### src/rtl/rmb_pkg.sv
package rmb_pkg;
   // ------------------------------------------------------------
   // Timing
   // ------------------------------------------------------------
   localparam int unsigned CLK_MHZ          = 250;
   localparam int unsigned RESET_TAIL_OUTCLK = 2;    // output-clock periods after release
   localparam int unsigned STRAP_LATE_OUTCLK = 4;    // second strap sample
   localparam int unsigned FETCH_HALF_CYCLES = 13;   // six and a half output clocks
   localparam int unsigned MIN_CLEAR_OUTCLK  = 4;
   localparam int unsigned WAIT_RESAMPLE     = 5;    // output clocks between samples
   localparam int unsigned SYNC_STAGES       = 3;
   // Output clock = core clock / 2, so one output period is two core cycles
   localparam int unsigned CYC_PER_OUTCLK    = 2;
   localparam int unsigned RESET_TAIL_CYC    = RESET_TAIL_OUTCLK * CYC_PER_OUTCLK;
   localparam int unsigned STRAP_LATE_CYC    = STRAP_LATE_OUTCLK * CYC_PER_OUTCLK;
   localparam int unsigned FETCH_CYC         = FETCH_HALF_CYCLES;
   localparam int unsigned WAIT_CYC          = WAIT_RESAMPLE * CYC_PER_OUTCLK;
   localparam int unsigned CNT_W             = 5;

   // ------------------------------------------------------------
   // Bus fields
   // ------------------------------------------------------------
   localparam int unsigned ADDR_W    = 20;
   localparam int unsigned DATA_W    = 16;
   localparam int unsigned UPPER_W   = 4;
   localparam int unsigned UPPER_LSB = 16;

   typedef enum logic [1:0] {
      RMB_RST_HOLD = 2'b00,
      RMB_RST_TAIL = 2'b01,
      RMB_RST_RUN  = 2'b10
   } rmb_rst_t;

   typedef enum logic [2:0] {
      RMB_BUS_IDLE = 3'b000,
      RMB_BUS_T1   = 3'b001,
      RMB_BUS_T2   = 3'b010,
      RMB_BUS_T3   = 3'b011,
      RMB_BUS_TW   = 3'b100,
      RMB_BUS_T4   = 3'b101
   } rmb_bus_t;
endpackage

### src/rtl/rmb_sync.sv
`timescale 1ns/1ps
`default_nettype none
module rmb_sync
   import rmb_pkg::*;
#(
   parameter int unsigned WIDTH = 1
) (
   input  wire logic             clk,
   input  wire logic             arst_n,
   input  wire logic [WIDTH-1:0] pinIn,
   output logic      [WIDTH-1:0] syncOut
);
   // Three stages; the output moves only when stages two and three agree
   logic [WIDTH-1:0] s1_r;
   logic [WIDTH-1:0] s2_r;
   logic [WIDTH-1:0] s3_r;

   always_ff @(posedge clk or negedge arst_n) begin
      if (!arst_n) begin
         s1_r    <= '0;
         s2_r    <= '0;
         s3_r    <= '0;
         syncOut <= '0;
      end else begin
         s1_r <= pinIn;
         s2_r <= s1_r;
         s3_r <= s2_r;
         for (int i = 0; i < int'(WIDTH); i++) begin
            if (s2_r[i] == s3_r[i]) begin
               syncOut[i] <= s3_r[i];
            end
         end
      end
   end
endmodule
`default_nettype wire

### src/rtl/rmb_pins.sv
`timescale 1ns/1ps
`default_nettype none
// ------------------------------------------------------------
// ------------------------------------------------------------
module rmb_pins
   import rmb_pkg::*;
(
   input  wire logic                clk,
   input  wire logic                arst_n,
   input  wire logic                externalClearInput_n,
   input  wire logic                strapBusyPin,
   input  wire logic [1:0]          counterInputPins,
   input  wire logic [1:0]          transferRequestPins,
   input  wire logic                unmaskablePin,
   input  wire logic [3:0]          maskableRequestPins,
   input  wire logic [3:0]          maskEdgeMode,
   input  wire logic [1:0]          ackOutMode,
   input  wire logic [1:0]          ackPulse,
   input  wire logic [1:0]          counterOutNxt,
   input  wire logic                holdGranted,
   input  wire logic                waitInstr,
   input  wire logic                busReq,
   input  wire logic                busDma,
   input  wire logic                busLowByte,
   input  wire logic [ADDR_W-1:0]   busAddr,
   input  wire logic [DATA_W-1:0]   busWrData,
   input  wire logic                busWrite,
   input  wire logic                busReady,
   input  wire logic                unmaskableTaken,
   output logic                     resetOut,
   output logic                     systemClockOutput,
   output logic                     enhancedMode,
   output logic                     fetchStart,
   output logic                     waitStall,
   output logic                     coprocBusy,
   output logic [1:0]               counterLevel,
   output logic [1:0]               counterTick,
   output logic [1:0]               counterOutputPins,
   output logic [1:0]               transferRequest,
   output logic                     unmaskableRequest,
   output logic [3:0]               maskableRequest,
   output logic [1:0]               acknowledgeOutputLow_n,
   output logic [1:0]               acknowledgeOutputOe,
   output logic [UPPER_W-1:0]       upperAddressStatusPins,
   output logic                     upperOe,
   output logic [DATA_W-1:0]        muxedAddrDataOut,
   output logic                     muxedOe,
   output logic [DATA_W-1:0]        busRdData,
   output logic                     busDone
);
   // ------------------------------------------------------------
   // Input synchronisers
   // ------------------------------------------------------------
   localparam int unsigned NSYNC = 13;
   logic [NSYNC-1:0] syncIn;
   logic [NSYNC-1:0] syncOut;
   logic             clearSync_n;
   logic             strapSync;
   logic [1:0]       tinSync;
   logic [1:0]       drqSync;
   logic             nmiSync;
   logic [3:0]       intSync;
   logic             dummySync;

   // Strap pin is only ever read: the pull-up sits outside this block
   assign syncIn = {1'b0, externalClearInput_n, strapBusyPin, counterInputPins,
                    transferRequestPins, unmaskablePin, maskableRequestPins, 1'b0};
   rmb_sync #(.WIDTH(NSYNC)) uSync (
      .clk     (clk),
      .arst_n  (arst_n),
      .pinIn   (syncIn),
      .syncOut (syncOut)
   );
   assign {dummySync, clearSync_n, strapSync, tinSync, drqSync, nmiSync, intSync} =
      syncOut[NSYNC-1:1];

   // ------------------------------------------------------------
   // Clock divider
   // ------------------------------------------------------------
   // Free running: not gated by clear or hold
   always_ff @(posedge clk or negedge arst_n) begin
      if (!arst_n) begin
         systemClockOutput <= 1'b0;
      end else begin
         systemClockOutput <= ~systemClockOutput;
      end
   end

   // ------------------------------------------------------------
   // Reset sequencing
   // ------------------------------------------------------------
   rmb_rst_t         rstSt_r;
   logic [CNT_W-1:0] rstCnt_r;
   logic             clearPrev_r;
   logic             strapAtRise_r;

   always_ff @(posedge clk or negedge arst_n) begin
      if (!arst_n) begin
         rstSt_r       <= RMB_RST_HOLD;
         rstCnt_r      <= '0;
         resetOut      <= 1'b1;
         fetchStart    <= 1'b0;
         enhancedMode  <= 1'b0;
         clearPrev_r   <= 1'b0;
         strapAtRise_r <= 1'b0;
      end else begin
         clearPrev_r <= clearSync_n;
         fetchStart  <= 1'b0;
         if (!clearSync_n) begin
            rstSt_r  <= RMB_RST_HOLD;
            rstCnt_r <= '0;
            resetOut <= 1'b1;
         end else begin
            case (rstSt_r)
               RMB_RST_HOLD: begin
                  rstSt_r       <= RMB_RST_TAIL;
                  rstCnt_r      <= CNT_W'(1);
                  strapAtRise_r <= strapSync;
               end
               RMB_RST_TAIL: begin
                  rstCnt_r <= rstCnt_r + CNT_W'(1);
                  if (rstCnt_r == CNT_W'(RESET_TAIL_CYC - 1)) begin
                     resetOut <= 1'b0;
                  end
                  // Second sample a full eight core cycles after the first one
                  if (rstCnt_r == CNT_W'(STRAP_LATE_CYC)) begin
                     enhancedMode <= strapAtRise_r & ~strapSync;
                  end
                  if (rstCnt_r == CNT_W'(FETCH_CYC - 1)) begin
                     fetchStart <= 1'b1;
                     rstSt_r    <= RMB_RST_RUN;
                  end
               end
               RMB_RST_RUN: begin
                  rstCnt_r <= rstCnt_r;
               end
               default: begin
                  rstSt_r <= RMB_RST_HOLD;
               end
            endcase
         end
      end
   end

   logic running;
   assign running = (rstSt_r == RMB_RST_RUN);

   // ------------------------------------------------------------
   // Strap pin as wait test or coprocessor busy
   // ------------------------------------------------------------
   logic [CNT_W-1:0] waitCnt_r;
   always_ff @(posedge clk or negedge arst_n) begin
      if (!arst_n) begin
         waitStall  <= 1'b0;
         waitCnt_r  <= '0;
         coprocBusy <= 1'b0;
      end else begin
         coprocBusy <= enhancedMode & strapSync & running;
         if (!running || enhancedMode) begin
            waitStall <= 1'b0;
            waitCnt_r <= '0;
         end else if (waitInstr && !waitStall) begin
            waitStall <= strapSync;
            waitCnt_r <= '0;
         end else if (waitStall) begin
            if (waitCnt_r == CNT_W'(WAIT_CYC - 1)) begin
               waitCnt_r <= '0;
               waitStall <= strapSync;
            end else begin
               waitCnt_r <= waitCnt_r + CNT_W'(1);
            end
         end
      end
   end

   // ------------------------------------------------------------
   // Counter, transfer and interrupt inputs
   // ------------------------------------------------------------
   logic [1:0] tinPrev_r;
   logic       nmiPrev_r;
   logic [3:0] intPrev_r;
   logic [3:0] intAckMask;
   assign intAckMask = {ackOutMode, 2'b00};
   always_ff @(posedge clk or negedge arst_n) begin
      if (!arst_n) begin
         tinPrev_r         <= '0;
         counterLevel      <= '0;
         counterTick       <= '0;
         transferRequest   <= '0;
         nmiPrev_r         <= 1'b0;
         unmaskableRequest <= 1'b0;
         intPrev_r         <= '0;
         maskableRequest   <= '0;
      end else begin
         tinPrev_r       <= tinSync;
         counterLevel    <= tinSync;
         counterTick     <= tinSync & ~tinPrev_r;
         transferRequest <= drqSync & {2{running}};
         nmiPrev_r       <= nmiSync;
         intPrev_r       <= intSync;
         if (!running) begin
            unmaskableRequest <= 1'b0;
         end else if (nmiSync && !nmiPrev_r) begin
            unmaskableRequest <= 1'b1;
         end else if (unmaskableTaken) begin
            unmaskableRequest <= 1'b0;
         end
         for (int i = 0; i < 4; i++) begin
            if (intAckMask[i]) begin
               maskableRequest[i] <= 1'b0;
            end else if (maskEdgeMode[i]) begin
               maskableRequest[i] <= intSync[i] & ~intPrev_r[i];
            end else begin
               maskableRequest[i] <= intSync[i];
            end
         end
      end
   end

   always_ff @(posedge clk or negedge arst_n) begin
      if (!arst_n) begin
         counterOutputPins      <= '0;
         acknowledgeOutputLow_n <= 2'b11;
         acknowledgeOutputOe    <= '0;
      end else begin
         counterOutputPins      <= running ? counterOutNxt : 2'b00;
         acknowledgeOutputLow_n <= ~(ackPulse & ackOutMode);
         acknowledgeOutputOe    <= ackOutMode;
      end
   end

   // ------------------------------------------------------------
   // Multiplexed bus sequencer
   // ------------------------------------------------------------
   rmb_bus_t          busSt_r;
   logic [ADDR_W-1:0] addr_r;
   logic              dma_r;
   logic              low_r;
   logic              wr_r;
   logic [DATA_W-1:0] wdat_r;
   logic              drive;

   always_ff @(posedge clk or negedge arst_n) begin
      if (!arst_n) begin
         busSt_r <= RMB_BUS_IDLE;
         addr_r  <= '0;
         dma_r   <= 1'b0;
         low_r   <= 1'b0;
         wr_r    <= 1'b0;
         wdat_r  <= '0;
         busDone <= 1'b0;
      end else begin
         busDone <= 1'b0;
         if (!running || holdGranted) begin
            busSt_r <= RMB_BUS_IDLE;
         end else begin
            case (busSt_r)
               RMB_BUS_IDLE: begin
                  if (busReq) begin
                     busSt_r <= RMB_BUS_T1;
                     addr_r  <= busAddr;
                     dma_r   <= busDma;
                     low_r   <= busLowByte;
                     wr_r    <= busWrite;
                     wdat_r  <= busWrData;
                  end
               end
               RMB_BUS_T1: busSt_r <= RMB_BUS_T2;
               RMB_BUS_T2: busSt_r <= RMB_BUS_T3;
               RMB_BUS_T3: busSt_r <= busReady ? RMB_BUS_T4 : RMB_BUS_TW;
               RMB_BUS_TW: busSt_r <= busReady ? RMB_BUS_T4 : RMB_BUS_TW;
               RMB_BUS_T4: begin
                  busSt_r <= RMB_BUS_IDLE;
                  busDone <= 1'b1;
               end
               default: busSt_r <= RMB_BUS_IDLE;
            endcase
         end
      end
   end

   // Clear floats the bus one edge before the sequencer returns to idle
   assign drive = running && !holdGranted && clearSync_n;

   always_ff @(posedge clk or negedge arst_n) begin
      if (!arst_n) begin
         upperAddressStatusPins <= '0;
         upperOe                <= 1'b0;
         muxedAddrDataOut       <= '0;
         muxedOe                <= 1'b0;
         busRdData              <= '0;
      end else begin
         upperOe <= drive;
         muxedOe <= drive && (busSt_r == RMB_BUS_T1 || wr_r && busSt_r != RMB_BUS_IDLE);
         if (busSt_r == RMB_BUS_T1) begin
            upperAddressStatusPins <= addr_r[UPPER_LSB +: UPPER_W];
            muxedAddrDataOut <= {addr_r[DATA_W-1:1], addr_r[0] & ~low_r};
         end else begin
            upperAddressStatusPins <= {dma_r, 3'b000};
            muxedAddrDataOut       <= wdat_r;
         end
         if (busSt_r == RMB_BUS_T3 && busReady) begin
            busRdData <= muxedAddrDataOut;
         end
      end
   end

   // ------------------------------------------------------------
   // Checks
   // ------------------------------------------------------------
   a_reset_tail: assert property (@(posedge clk) disable iff (!arst_n)
      $rose(clearSync_n) |-> resetOut [*4] ##1 !resetOut)
      else $error("reset output tail length wrong");
   a_clock_toggles: assert property (@(posedge clk) disable iff (!arst_n)
      $past(arst_n) |-> systemClockOutput != $past(systemClockOutput))
      else $error("system clock output stalled");
   a_clear_aborts: assert property (@(posedge clk) disable iff (!arst_n)
      !clearSync_n |=> resetOut && !upperOe && !muxedOe)
      else $error("clear did not abort activity");
   a_fetch_time: assert property (@(posedge clk) disable iff (!arst_n)
      $rose(clearSync_n) |-> ##13 fetchStart)
      else $error("fetch start at wrong time");
   a_float_hold: assert property (@(posedge clk) disable iff (!arst_n)
      holdGranted |=> !upperOe && !muxedOe)
      else $error("bus driven during hold");
   a_nmi_latch: assert property (@(posedge clk) disable iff (!arst_n)
      running && $rose(nmiSync) |=> unmaskableRequest)
      else $error("unmaskable edge lost");
   a_status_bits: assert property (@(posedge clk) disable iff (!arst_n)
      busSt_r == RMB_BUS_T2 |=> upperAddressStatusPins[2:0] == 3'b000)
      else $error("status bits not low");
   a_wait_stall: assert property (@(posedge clk) disable iff (!arst_n)
      enhancedMode |=> !waitStall)
      else $error("wait stall in enhanced mode");
endmodule
`default_nettype wire

### config.mk
export PLATFORM = sky130hd
export DESIGN_NAME = rmb_pins
export DESIGN_NICKNAME = d
export VERILOG_FILES = /design/src/rtl/rmb_pkg.sv /design/src/rtl/rmb_sync.sv /design/src/rtl/rmb_pins.sv
export SDC_FILE = /design/constraint.sdc
export NUM_CORES = 1
export LEC_CHECK = 0
export BUFFER_PORTS_ARGS = -buffer_cell sky130_fd_sc_hd__buf_2
export CORE_ASPECT_RATIO = 0.8
export CORE_MARGIN = 8
export CORE_UTILIZATION = 26
export DETAILED_ROUTE_END_ITERATION = 10
export PLACE_DENSITY = 0.42
export SLEW_MARGIN = 20
export SYNTH_ARGS = -nofsm -noshare
export SYNTH_HDL_FRONTEND = slang
export SYNTH_SLANG_ARGS = --single-unit
### constraint.sdc
create_clock -name clk -period 3.2 [get_ports clk]
set_input_delay 0.16 -clock clk [delete_from_list [all_inputs] [get_ports clk]]
set_output_delay 0.16 -clock clk [all_outputs]
set_load 0.03 [all_outputs]
==> metrics.cfg <==
[outcome]
status=finished clean

[setup_path]
r2r_setup_slack_ns=1.28
crit_arrival_ns=2.21
crit_path_end_kind=flip-flop
critPathRequiredTime_ns=3.50
path_class=flip-flop to flip-flop
path_max_fanout=39
crit_path_start_kind=flip-flop

[global_routing]
grt_pass1_wl_mm=21.0
grt_pass1_vias=3962
grt.overflow.total=0
antenna_found_initial=0
grt_max_degree=81
grt_usage=0.0957

[sta]
finalHoldViolations=0
relSlewSlack=0.491
rsz0062_at_grt=false
slew_violations=0
period_share=0.599
finalSetupViolations=0
fin_tns_setup_ns=0
worst_slack_ns=1.28
period_needed_ns=1.92
worst_pin_slew_ns=0.764
skew_ns=0.00943
fmax_mhz=522

[drt]
dr_wl_met2_mm=6.15
wl_per_cell_um=14.2
drcViolationCount=0
vias_per_cell=4.03
wl_met1_mm=5.84
drt_first_pass_iters=4
maxUsedRoutingLayer=met4
dr_wl_met3_um=687
vias=3659
drtIter0Drc=159
wl_mm=12.8
ant_nets=0

[placed_design]
preCtsSetupSlack_ns=1.28
portBuffers=128
dp_hpwl_mm=8.85
dp.cells=811
place_congestion=0.712

[logic_synthesis]
synthFlopType=dfrtp_1
synthSimpleGateAreaFrac=0.0764
synth_top_family_by_area=multiplexers
synth_mux_area_frac=0.144
synth_area_mm2=0.00596
synth_cell_types=43
syn_avg_cell_area_um2=15.4
synthCells=386
synth_nets=457
yosys.area_share.xor_xnor=0.00147
yosysWarnings=0
ys_seq_elements=166
async_flop_share=1.00
synthAdderAreaFrac=0.0269
seq_area_frac_synth=0.698
synth-edff-count=0
synth_compound_area_frac=0.0323

[pwr]
leakagePower_nw=4.07
ir_drop_v=0.000267
power_density_mw_per_mm2=547
p_total_mw=4.48

[min_path]
min_path_type=input port to flip-flop

[layout]
final_common_cell=dfrtp_1
drive_above_1_share=0.406
final_cell_mix=163 x dfrtp_1, 127 x buf_2, 65 x dlygate4sd3_1, 62 x mux2_2, 17 x clkbuf_16
antennaDiodeCount=0
fillers=2211
regArea_mm2=0.00416
nets=660
final_util=0.364
multi_input_area_mm2=0.00168
area_growth_pct=37.4
post_layout_nonfiller_instances=907

[floorplan]
die-area_mm2=0.0281
pin_count=129
fp-row-count=49
die_w_um=185
die_h_um=151
core_area_mm2=0.0225
initial_core_util=0.265

[flow_run]
drv_cap=0

[clock_tree]
cts_resized=0
cts_max_path_buffers=2
cts.sinks=166
cts_root_buf=clkbuf_16
clk_latency_ns=0.42
cts_buffers=17
cts-htree-levels=4
cts.clk_slew.worst_paths_ns=0.06
tritoncts=done

[sequential cells by signal, summed over array words and instances (netlist names), 2 cells and up]
register / cells
addr_r: 20
busRdData: 16
muxedAddrDataOut: 16
wdat_r: 16
uSync.s1_r: 11
uSync.s2_r: 11
uSync.s3_r: 11
uSync.syncOut: 11
rstCnt_r: 5
waitCnt_r: 5
intPrev_r: 4
maskableRequest: 4
upperAddressStatusPins: 4
busSt_r: 3
acknowledgeOutputLow_n: 2
acknowledgeOutputOe: 2
counterOutputPins: 2
counterTick: 2
rstSt_r: 2
tinPrev_r: 2
transferRequest: 2
[cell type report]
cell class | count | area share
Tap cell | 306 | 0.0467
Clock buffer | 18 | 0.0524
Sequential cell | 166 | 0.508
Multi-Input combinational cell | 196 | 0.205
Timing Repair Buffer | 197 | 0.164
Inverter | 11 | 0.00504
Clock inverter | 13 | 0.0200
[Yosys cell counts (3+ instances only)]
| cell type | number | area [um2] |
|---|---|---|
| o21ai_0 | 8 | 40.0 |
| o21a_1 | 3 | 22.5 |
| and2_1 | 5 | 31.3 |
| dfrtp_1 | 163 | 4080 |
| nand2_1 | 11 | 41.3 |
| mux2_2 | 62 | 698 |
| nor2b_1 | 10 | 62.6 |
| nor2_1 | 12 | 45.0 |
| nor3b_1 | 4 | 30.0 |
| dfstp_2 | 3 | 78.8 |
| ha_1 | 4 | 50.1 |
| a21oi_1 | 11 | 55.1 |
| inv_1 | 11 | 41.3 |
| buf_2 | 6 | 30.0 |
| maj3_1 | 11 | 110 |
| nor3_1 | 3 | 15.0 |
| and3_1 | 4 | 25.0 |
| buf_6 | 3 | 33.8 |
| nand3b_1 | 3 | 22.5 |
| nand3_1 | 7 | 35.0 |
| a21boi_0 | 4 | 30.0 |
| nand2b_1 | 4 | 25.0 |
| mux2_4 | 10 | 150 |
[power by group]
group	switching (mW)	total, mW	internal, mW
Combinational	0.115	0.237	0.122
Clock	0.872	2.04	1.17
Sequential	0.0357	2.20	2.16
Total	1.02	4.48	3.46
[what timing repair did]
action / 4_1_cts / 5_1_grt
endpoints found under the setup margin: 0 / 0
setup buffers: 0 / 0
hold buffers: 65 / 0
hold endpoints to repair: 140 / 0
[cells by family after synthesis]
group	Yosys count
adder cells (fa/ha/maj)	15
multiplexers	73
flip-flops	166
XOR/XNOR	1
buffers and inverters	24
AO/OA/AOI/OAI	32
AND/OR/NAND/NOR	75
[metrics by stage]
stage                     hold slack (ns)  cell area, um2
after floorplan                    -0.136            5960
after global placement              0.246            6950
after detailed placement            0.258            6950
after CTS                          0.0180            8190
after global routing               0.0277            8190
final                              0.0361            8190
[worst max-delay path, cell delays in order, from the launching register on]
cell and delay (ns):
dfrtp_1 0.51, nand2b_4 0.24, nor2_4 0.05, nand4_2 0.08, buf_4 0.49, mux2_2 0.40
[final timing paths]
path	to	cells after the start	from
max in group asynchronous	resetOut$_DFFE_PN1P_	3	arst_n
setup / recovery	addr_r[4]$_DFFE_PN0P_	5	rstSt_r[0]$_DFFE_PN0P_
setup reg to reg	addr_r[4]$_DFFE_PN0P_	5	rstSt_r[0]$_DFFE_PN0P_
hold reg to reg	uSync.s2_r[3]$_DFF_PN0_	0	uSync.s1_r[3]$_DFF_PN0_
min in group asynchronous	addr_r[1]$_DFFE_PN0P_	2	arst_n
hold / removal	busSt_r[0]$_DFFE_PN0P_	3	holdGranted
[routing by layer]
layer  track usage  up-vias
met5             0        -
met4        0.0391        0
met3        0.0290       10
met2         0.147       69
met1         0.124     1852
li1              -     1728
Power figures use the tool's default switching activity.
